**src/tcc_pkg.sv**
```systemverilog
`default_nettype none
package tcc_pkg;
    localparam int AW = 4;
    localparam int DW = 8;
    localparam int CW = 16;
    localparam int PW = 10;
    localparam int FILT_N = 4;
    // ---------------------------------------------
    // register offsets
    // ---------------------------------------------
    localparam logic [AW-1:0] A_CTRL_A = 4'h0;
    localparam logic [AW-1:0] A_CTRL_B = 4'h1;
    localparam logic [AW-1:0] A_FORCE  = 4'h2;
    localparam logic [AW-1:0] A_IMSK   = 4'h3;
    localparam logic [AW-1:0] A_FLAG   = 4'h4;
    localparam logic [AW-1:0] A_SRC    = 4'h5;
    localparam logic [AW-1:0] A_CNT_L  = 4'h6;
    localparam logic [AW-1:0] A_CNT_H  = 4'h7;
    localparam logic [AW-1:0] A_ICR_L  = 4'h8;
    localparam logic [AW-1:0] A_ICR_H  = 4'h9;
    localparam logic [AW-1:0] A_OCR_L  = 4'ha;
    // ---------------------------------------------
    // fields and masks
    // ---------------------------------------------
    localparam int B_FILT = 7;
    localparam int B_EDGE = 6;
    localparam int B_WGMH = 3;
    localparam int B_FOC0 = 7;
    localparam int I_CAP  = 5;
    localparam int I_OCA  = 1;
    localparam int I_OVF  = 0;
    localparam logic [DW-1:0] CTRL_B_WMASK = 8'hdf;
    localparam logic [DW-1:0] FLAG_MASK    = 8'h2f;
    localparam logic [DW-1:0] RST_8        = 8'h00;
    localparam logic [CW-1:0] RST_16       = 16'h0000;
    localparam logic [2:0] CS_STOP = 3'h0;
    localparam logic [2:0] CS_DIV1 = 3'h1;
    localparam logic [2:0] CS_DIV8 = 3'h2;
    localparam logic [2:0] CS_D64  = 3'h3;
    localparam logic [2:0] CS_D256 = 3'h4;
    localparam logic [2:0] CS_D1K  = 3'h5;
    localparam logic [2:0] CS_EXTF = 3'h6;
    localparam logic [2:0] CS_EXTR = 3'h7;
    localparam logic [PW-1:0] PM_8   = 10'h007;
    localparam logic [PW-1:0] PM_64  = 10'h03f;
    localparam logic [PW-1:0] PM_256 = 10'h0ff;
    localparam logic [PW-1:0] PM_1K  = 10'h3ff;
    localparam logic [3:0] WGM_NORM = 4'h0;
    localparam logic [3:0] WGM_CTCA = 4'h4;
    localparam logic [3:0] WGM_CTCI = 4'hc;
    localparam logic [CW-1:0] TOP_8  = 16'h00ff;
    localparam logic [CW-1:0] TOP_9  = 16'h01ff;
    localparam logic [CW-1:0] TOP_10 = 16'h03ff;
    localparam logic [CW-1:0] TOP_MX = 16'hffff;
    localparam logic [1:0] COM_TGL = 2'h1;
    localparam logic [1:0] COM_CLR = 2'h2;
    localparam logic [1:0] COM_SET = 2'h3;
endpackage
`default_nettype wire

```
**src/tcc_timer16.sv**
```systemverilog
// Chosen here: the strobed register port and the register offsets.
`default_nettype none
module tcc_timer16
    import tcc_pkg::*;
#(
    parameter bit HAS_CMP_SRC = 1'b1
) (
    input  wire logic          core_clk,
    input  wire logic          rst,
    input  wire logic [AW-1:0] addr,
    input  wire logic [DW-1:0] wdata,
    input  wire logic          wr_stb,
    input  wire logic          rd_stb,
    output logic      [DW-1:0] rdata,
    input  wire logic          capture_input_pin,
    input  wire logic          comparator_out,
    input  wire logic          external_count_pin,
    input  wire logic          global_irq_enable,
    input  wire logic [DW-1:0] irq_ack,
    output logic      [DW-1:0] irq_req,
    output logic      [2:0]    compare_output_pin,
    output logic      [2:0]    compare_output_oe
);
    // ---------------------------------------------
    // registers
    // ---------------------------------------------
    logic [DW-1:0] ctrl_a_reg;
    logic [DW-1:0] ctrl_b_reg;
    logic [DW-1:0] imsk_reg;
    logic [DW-1:0] flag_reg;
    logic          src_reg;
    logic [DW-1:0] temp_reg;
    logic [CW-1:0] cnt_reg;
    logic [CW-1:0] icr_reg;
    logic [CW-1:0] ocr_reg [3];
    logic [PW-1:0] psc_reg;
    logic          block_reg;
    logic [DW-1:0] rdata_reg;
    logic [2:0]    oc_reg;
    logic          ext_s1, ext_s2, ext_prev;
    logic          cap_s1, cap_s2, cmp_s1, cmp_s2;
    logic [FILT_N-1:0] hist_reg;
    logic          filt_reg, filt_prev;
    logic [3:0]    wgm;
    logic [2:0]    cs;
    logic [CW-1:0] top;
    logic          tick, non_pwm, icr_top, cnt_wr, cap_src, cap_evt, at_top, ocr_lo_rd;
    logic [2:0]    match_v, force_v;
    logic [DW-1:0] set_v, clr_v, ocr_hi;

    assign wgm     = {ctrl_b_reg[B_WGMH+1:B_WGMH], ctrl_a_reg[1:0]};
    assign cs      = ctrl_b_reg[2:0];
    assign non_pwm = (wgm == WGM_NORM) || (wgm == WGM_CTCA) || (wgm == WGM_CTCI);
    assign icr_top = wgm[3] && !wgm[0] && (wgm != WGM_CTCA);
    assign cnt_wr  = wr_stb && (addr == A_CNT_L);
    assign rdata   = rdata_reg;

    // ---------------------------------------------
    // top value per waveform mode
    // ---------------------------------------------
    always_comb begin
        case (wgm)
            4'h1, 4'h5: top = TOP_8;
            4'h2, 4'h6: top = TOP_9;
            4'h3, 4'h7: top = TOP_10;
            4'h4, 4'h9, 4'hb, 4'hf: top = ocr_reg[0];
            4'h8, 4'ha, 4'hc, 4'he: top = icr_reg;
            default: top = TOP_MX;
        endcase
    end
    assign at_top = (cnt_reg == top);

    // ---------------------------------------------
    // clock source and prescaler
    // ---------------------------------------------
    always_ff @(posedge core_clk) begin
        if (rst) begin
            psc_reg <= '0;
        end else begin
            psc_reg <= psc_reg + 1'b1;
        end
    end

    // pin is sampled, not gated by direction, so software may toggle it
    // pin counts only when cs selects CS_EXTF or CS_EXTR
    always_ff @(posedge core_clk) begin
        if (rst) begin
            ext_s1   <= 1'b0;
            ext_s2   <= 1'b0;
            ext_prev <= 1'b0;
        end else begin
            ext_s1   <= external_count_pin;
            ext_s2   <= ext_s1;
            ext_prev <= ext_s2;
        end
    end

    always_comb begin
        case (cs)
            CS_STOP: tick = 1'b0;
            CS_DIV1: tick = 1'b1;
            CS_DIV8: tick = (psc_reg & PM_8) == PM_8;
            CS_D64:  tick = (psc_reg & PM_64) == PM_64;
            CS_D256: tick = (psc_reg & PM_256) == PM_256;
            CS_D1K:  tick = (psc_reg & PM_1K) == PM_1K;
            CS_EXTF: tick = ext_prev && !ext_s2;
            CS_EXTR: tick = !ext_prev && ext_s2;
            default: tick = 1'b0;
        endcase
    end

    // ---------------------------------------------
    // counter
    // ---------------------------------------------
    always_ff @(posedge core_clk) begin
        if (rst) begin
            cnt_reg <= RST_16;
        end else if (cnt_wr) begin
            cnt_reg <= {temp_reg, wdata};
        end else if (tick) begin
            cnt_reg <= at_top ? RST_16 : cnt_reg + 1'b1;
        end
    end

    always_ff @(posedge core_clk) begin
        if (rst) begin
            block_reg <= 1'b0;
        end else if (cnt_wr) begin
            block_reg <= 1'b1;
        end else if (tick) begin
            block_reg <= 1'b0;
        end
    end

    for (genvar i = 0; i < 3; i++) begin : g_cmp
        assign match_v[i] = tick && !block_reg && (cnt_reg == ocr_reg[i]);
        assign force_v[i] = wr_stb && (addr == A_FORCE) && wdata[B_FOC0-i] && non_pwm;
        assign compare_output_oe[i] = |ctrl_a_reg[7-2*i -: 2];
        always_ff @(posedge core_clk) begin
            if (rst) begin
                oc_reg[i] <= 1'b0;
            end else if ((match_v[i] && non_pwm) || force_v[i]) begin
                case (ctrl_a_reg[7-2*i -: 2])
                    COM_TGL: oc_reg[i] <= !oc_reg[i];
                    COM_CLR: oc_reg[i] <= 1'b0;
                    COM_SET: oc_reg[i] <= 1'b1;
                    default: oc_reg[i] <= oc_reg[i];
                endcase
            end
        end
    end
    assign compare_output_pin = oc_reg;

    // ---------------------------------------------
    // capture path
    // ---------------------------------------------
    always_ff @(posedge core_clk) begin
        if (rst) begin
            cap_s1 <= 1'b0;
            cap_s2 <= 1'b0;
            cmp_s1 <= 1'b0;
            cmp_s2 <= 1'b0;
        end else begin
            cap_s1 <= capture_input_pin;
            cap_s2 <= cap_s1;
            cmp_s1 <= comparator_out;
            cmp_s2 <= cmp_s1;
        end
    end

    assign cap_src = (HAS_CMP_SRC && src_reg) ? cmp_s2 : cap_s2;

    always_ff @(posedge core_clk) begin
        if (rst) begin
            hist_reg  <= '0;
            filt_reg  <= 1'b0;
            filt_prev <= 1'b0;
        end else begin
            hist_reg  <= {hist_reg[FILT_N-2:0], cap_src};
            filt_prev <= filt_reg;
            if (!ctrl_b_reg[B_FILT]) begin
                filt_reg <= cap_src;
            end else if (&hist_reg) begin
                filt_reg <= 1'b1;
            end else if (~|hist_reg) begin
                filt_reg <= 1'b0;
            end
        end
    end

    // edge select, disconnected when capture sets top
    assign cap_evt = !icr_top && (ctrl_b_reg[B_EDGE] ? (filt_reg && !filt_prev)
                                                     : (!filt_reg && filt_prev));

    // ---------------------------------------------
    // 16-bit registers and shared latch
    // ---------------------------------------------
    // latch on high write, low read
    always_ff @(posedge core_clk) begin
        if (rst) begin
            temp_reg <= RST_8;
        end else if (wr_stb && addr >= A_CNT_L && addr[0]) begin
            temp_reg <= wdata;
        end else if (rd_stb && addr == A_CNT_L) begin
            temp_reg <= cnt_reg[15:8];
        end else if (rd_stb && addr == A_ICR_L) begin
            temp_reg <= icr_reg[15:8];
        end else if (rd_stb && ocr_lo_rd) begin
            temp_reg <= ocr_hi;
        end
    end

    // compare low-byte read: pick the high byte that the latch keeps
    always_comb begin
        ocr_lo_rd = 1'b0;
        ocr_hi    = RST_8;
        for (int i = 0; i < 3; i++) begin
            if (addr == A_OCR_L + AW'(2*i)) begin
                ocr_lo_rd = 1'b1;
                ocr_hi    = ocr_reg[i][15:8];
            end
        end
    end

    always_ff @(posedge core_clk) begin
        if (rst) begin
            icr_reg <= RST_16;
        end else if (wr_stb && addr == A_ICR_L) begin
            icr_reg <= {temp_reg, wdata};
        end else if (cap_evt) begin
            icr_reg <= cnt_reg;
        end
    end

    for (genvar i = 0; i < 3; i++) begin : g_ocr
        always_ff @(posedge core_clk) begin
            if (rst) begin
                ocr_reg[i] <= RST_16;
            end else if (wr_stb && addr == A_OCR_L + AW'(2*i)) begin
                ocr_reg[i] <= {temp_reg, wdata};
            end
        end
    end

    // ---------------------------------------------
    // control registers
    // ---------------------------------------------
    always_ff @(posedge core_clk) begin
        if (rst) begin
            ctrl_a_reg <= RST_8;
            ctrl_b_reg <= RST_8;
            imsk_reg   <= RST_8;
            src_reg    <= 1'b0;
        end else if (wr_stb) begin
            case (addr)
                A_CTRL_A: ctrl_a_reg <= wdata;
                A_CTRL_B: ctrl_b_reg <= wdata & CTRL_B_WMASK;
                A_IMSK:   imsk_reg   <= wdata & FLAG_MASK;
                A_SRC:    src_reg    <= wdata[0];
                default:  ;
            endcase
        end
    end

    // ---------------------------------------------
    // flags: set wins over clear
    // ---------------------------------------------
    // flag after equality, force never sets
    always_comb begin
        set_v = RST_8;
        set_v[I_OCA+2:I_OCA] = match_v;
        set_v[I_OVF] = tick && (non_pwm ? cnt_reg == TOP_MX : at_top);
        set_v[I_CAP] = cap_evt || (icr_top && tick && at_top);
        clr_v = irq_ack | ((wr_stb && addr == A_FLAG) ? wdata : RST_8);
    end

    always_ff @(posedge core_clk) begin
        if (rst) begin
            flag_reg <= RST_8;
        end else begin
            flag_reg <= ((flag_reg & ~clr_v) | set_v) & FLAG_MASK;
        end
    end

    assign irq_req = flag_reg & imsk_reg & {DW{global_irq_enable}};

    // ---------------------------------------------
    // read port
    // ---------------------------------------------
    // force reads zero
    always_ff @(posedge core_clk) begin
        if (rst) begin
            rdata_reg <= RST_8;
        end else if (rd_stb) begin
            case (addr)
                A_CTRL_A: rdata_reg <= ctrl_a_reg;
                A_CTRL_B: rdata_reg <= ctrl_b_reg;
                A_IMSK:   rdata_reg <= imsk_reg;
                A_FLAG:   rdata_reg <= flag_reg;
                A_SRC:    rdata_reg <= {7'h00, src_reg};
                A_CNT_L:  rdata_reg <= cnt_reg[7:0];
                A_ICR_L:  rdata_reg <= icr_reg[7:0];
                A_OCR_L:  rdata_reg <= ocr_reg[0][7:0];
                4'hc:     rdata_reg <= ocr_reg[1][7:0];
                4'he:     rdata_reg <= ocr_reg[2][7:0];
                A_CNT_H, A_ICR_H, 4'hb, 4'hd, 4'hf: rdata_reg <= temp_reg;
                default:  rdata_reg <= RST_8;
            endcase
        end else begin
            rdata_reg <= RST_8;
        end
    end
endmodule
`default_nettype wire

```
**config.mk**
```make
export PLATFORM = sky130hd
export DESIGN_NAME = tcc_timer16
export DESIGN_NICKNAME = d
export VERILOG_FILES = /design/src/tcc_pkg.sv /design/src/tcc_timer16.sv
export SDC_FILE = /design/constraint.sdc
export NUM_CORES = 1
export LEC_CHECK = 0
export BUFFER_PORTS_ARGS = -buffer_cell sky130_fd_sc_hd__buf_2
export CAP_MARGIN = 20
export CORE_MARGIN = 3
export CORE_UTILIZATION = 58
export CTS_CLUSTER_DIAMETER = 100
export DETAILED_ROUTE_END_ITERATION = 12
export PLACE_DENSITY = 0.79
export SYNTH_ARGS = -nofsm -noshare
export SYNTH_HDL_FRONTEND = slang
export SYNTH_SLANG_ARGS = --single-unit
```
**constraint.sdc**
```tcl
create_clock -name core_clk -period 2.8 [get_ports core_clk]
set_input_delay 0.42 -clock core_clk [delete_from_list [all_inputs] [get_ports core_clk]]
set_output_delay 0.42 -clock core_clk [all_outputs]
set_load 0.02 [all_outputs]
```
==> summary.txt <==
CP startpoint kind: flip-flop
RSZ-0062 raised after global routing: false
routability cong.: 0.9824
Via density: 6.524
CP dominant cell by count: nand4_1
Die Wd: 126.4 µm
Hold WC Path Type: in2reg
clk_skew: 0.008383 ns
initial DRC count: 1292
min setup slack post-route: 0.1702 ns
Crit Path Max Fanout: 4
crit share post-route: 93.92%
DP HPWL: 18610 µm
area leader, netlist: dfxtp_1
Cell Chain, Critical Path: xnor2_1 -> nand4_1 -> nor4_1 -> nand4_1 -> nor4_2 -> buf_4 -> a32oi_1 -> mux2_1 -> a21oi_1
Mapped Cells: 956
Flop pwr share: 47.0%
library cells used by synthesis: 71
DR WL/cell: 22.34 µm
CTS max path bufs: 2
final hold vios: 0
cts hold-fix bufs: 0
top cells by area, synth: dfxtp_1, edfxtp_1, nor2_1
die height: 126.4 µm
number of synthesized flops with an enable pin: 48
largest net degree at the start of global routing: 57
critical path class: reg2reg
first-pass GRT wire length: 40260 µm
post-synthesis sequential area ratio: 41.16%
die area: 15990 µm²
cts bufs inserted: 17
Slew Limit Fails: 0
Clock power frac: 44.4%
actual slew at the worst max-slew pin: 1.018 ns
Final ANT Viol Nets: 0
Root Buffer: clkbuf_16
crit-path leading delay family: simple AND/OR/NAND/NOR gates
setup TNS: 0 ns
initial antenna violation count: 0
CP bufs+invs: 1
diode count: 0
synthesized area per cell: 8.802 µm²
Starting Density: 59.92%
Pre-antenna DRT Iters: 7
yosys warns: 0
max cap viols: 0
Clock transition at path regs: 0.07 ns
Largest register FFs: 48
share of cells above drive strength 1: 15.64%
Core ar.: 14040 µm²
clock period minus worst slack: 2.630 ns
VDD IR max: 0.4754 mV
final WL: 26580 µm
commonest non-fill, non-tap cell in the layout: nor2_1
Netlist Area Pre-Place: 8414 µm²
Fin Hold WS: 0.1963 ns
TritonCTS clock tree: done
grt ovf: 0
Crit path arrival time: 3.00 ns
Internal: 3.767 mW
Peak Freq: 380.3 MHz
fin util: 67.95%
top cell type's share of synthesized area: 24.03%
GR Util All Layers: 33.04%
Ports: 50
Leak Pwr: 3.632 nW
PortBufs: 43
post-synthesis register bit count: 149
Final setup viols: 0
H-tree depth: 4
Worst slew margin: 31.63%
pwr/cell area: 535.4 nW/µm²
Final nets: 1028
CTS sink count: 149
Tot Pwr: 5.109 mW
most frequent cells in the layout: nor2_1, dfxtp_1, a21oi_1
area delta synth->final: 13.40%
# rows: 43
Comb pwr share: 8.6%
outcome: finished clean
DRC: 0
Synth Flop Type: dfxtp_1
critical path data required time: 3.17 ns
asr flop ratio synth: 0%
CP endpoint kind: flip-flop
switching share of total power: 26.25%
CP max stage cell: edfxtp_1
vias in the first global route: 7024
Clock Latency Late Sink: 0.44 ns
worst stage delay on the critical path: 0.49 ns
net switching power: 1.341 mW
Vias: 7764
Setup Slack @ Placement: 0.1302 ns
## routing by layer
layer  track usage [%]  wire [µm]
met4             12.68       1041
met3             9.179       3324
met5                 0          0
met1             45.81      10430
met2             49.38      11790
## cell families (layout without fill, tap and decap cells)
family / count (synthesis) / count (layout) / synth area share, %
mux: 30 / 30 / 3.628
other cells: 1 / 3 / 0.04457
fa+ha+maj: 3 / 3 / 0.4461
flops: 149 / 149 / 41.16
simple gates: 364 / 364 / 22.25
xor+xnor: 65 / 65 / 6.766
buf+inv: 104 / 156 / 5.487
compound gates: 240 / 240 / 20.22
## repair_timing
item | 4_1_cts | 5_1_grt
setup endpoints to repair | 0 | 1
setup buffers | 0 | 0
endpoints found under the hold margin | 0 | 0
gates resized for setup | 0 | 1
## power groups by stage
| stage | registers, mW | clock network (mW) | logic (mW) |
|---|---|---|---|
| after global placement | 2.44 | 0 | 0.422 |
| final | 2.40 | 2.27 | 0.440 |
| after detailed placement | 2.44 | 0 | 0.426 |
| after floorplan | 2.41 | 0 | 0.287 |
| after CTS | 2.39 | 2.28 | 0.429 |
| after global routing | 2.41 | 2.36 | 0.471 |
## synth_stat cells (all sizes together) (7+ instances only)
cell type,count
a211oi,28
a21boi,8
a21oi,63
a221oi,12
a222oi,10
a22oi,23
a31oi,8
a32oi,15
and2,53
and3,14
buf,27
clkbuf,53
dfxtp,101
edfxtp,48
inv,23
mux2i,26
nand2,38
nand2b,21
nand3,34
nand4,12
nor2,123
nor2b,26
nor3,12
nor4,7
o21ai,15
o22ai,19
or2,7
xnor2,51
xor2,14
## worst paths after layout
check,depth (start not counted),to,startpoint,slack (ns)
max,9,compare_output_pin[0]$_SDFFE_PP0P_,ocr_reg[0][13]$_SDFFCE_PN0P_,0.17
min,2,ext_s1$_SDFF_PP0_,external_count_pin,0.20
max reg2reg,9,compare_output_pin[0]$_SDFFE_PP0P_,ocr_reg[0][13]$_SDFFCE_PN0P_,0.17
min reg2reg,1,cap_s2$_SDFF_PP0_,cap_s1$_SDFF_PP0_,0.44
## layout make-up
cell class	instances	area (µm²)
Inverter	24	91.34
Multi-Input combinational cell	705	4523
Clock buffer	21	464.2
Tap cell	180	225.2
Clock inverter	11	116.4
Fill cell	1134	4501
Sequential cell	149	3463
Timing Repair Buffer	100	658.1
## stage by stage
stage          area, µm²  instances
2_1_floorplan       8422        958
3_3_place_gp        8955       1158
3_5_place_dp        8955       1158
4_1_cts             9535       1190
5_1_grt             9542       1190
6_report            9542       1190
(Power assumes the default switching activity.)
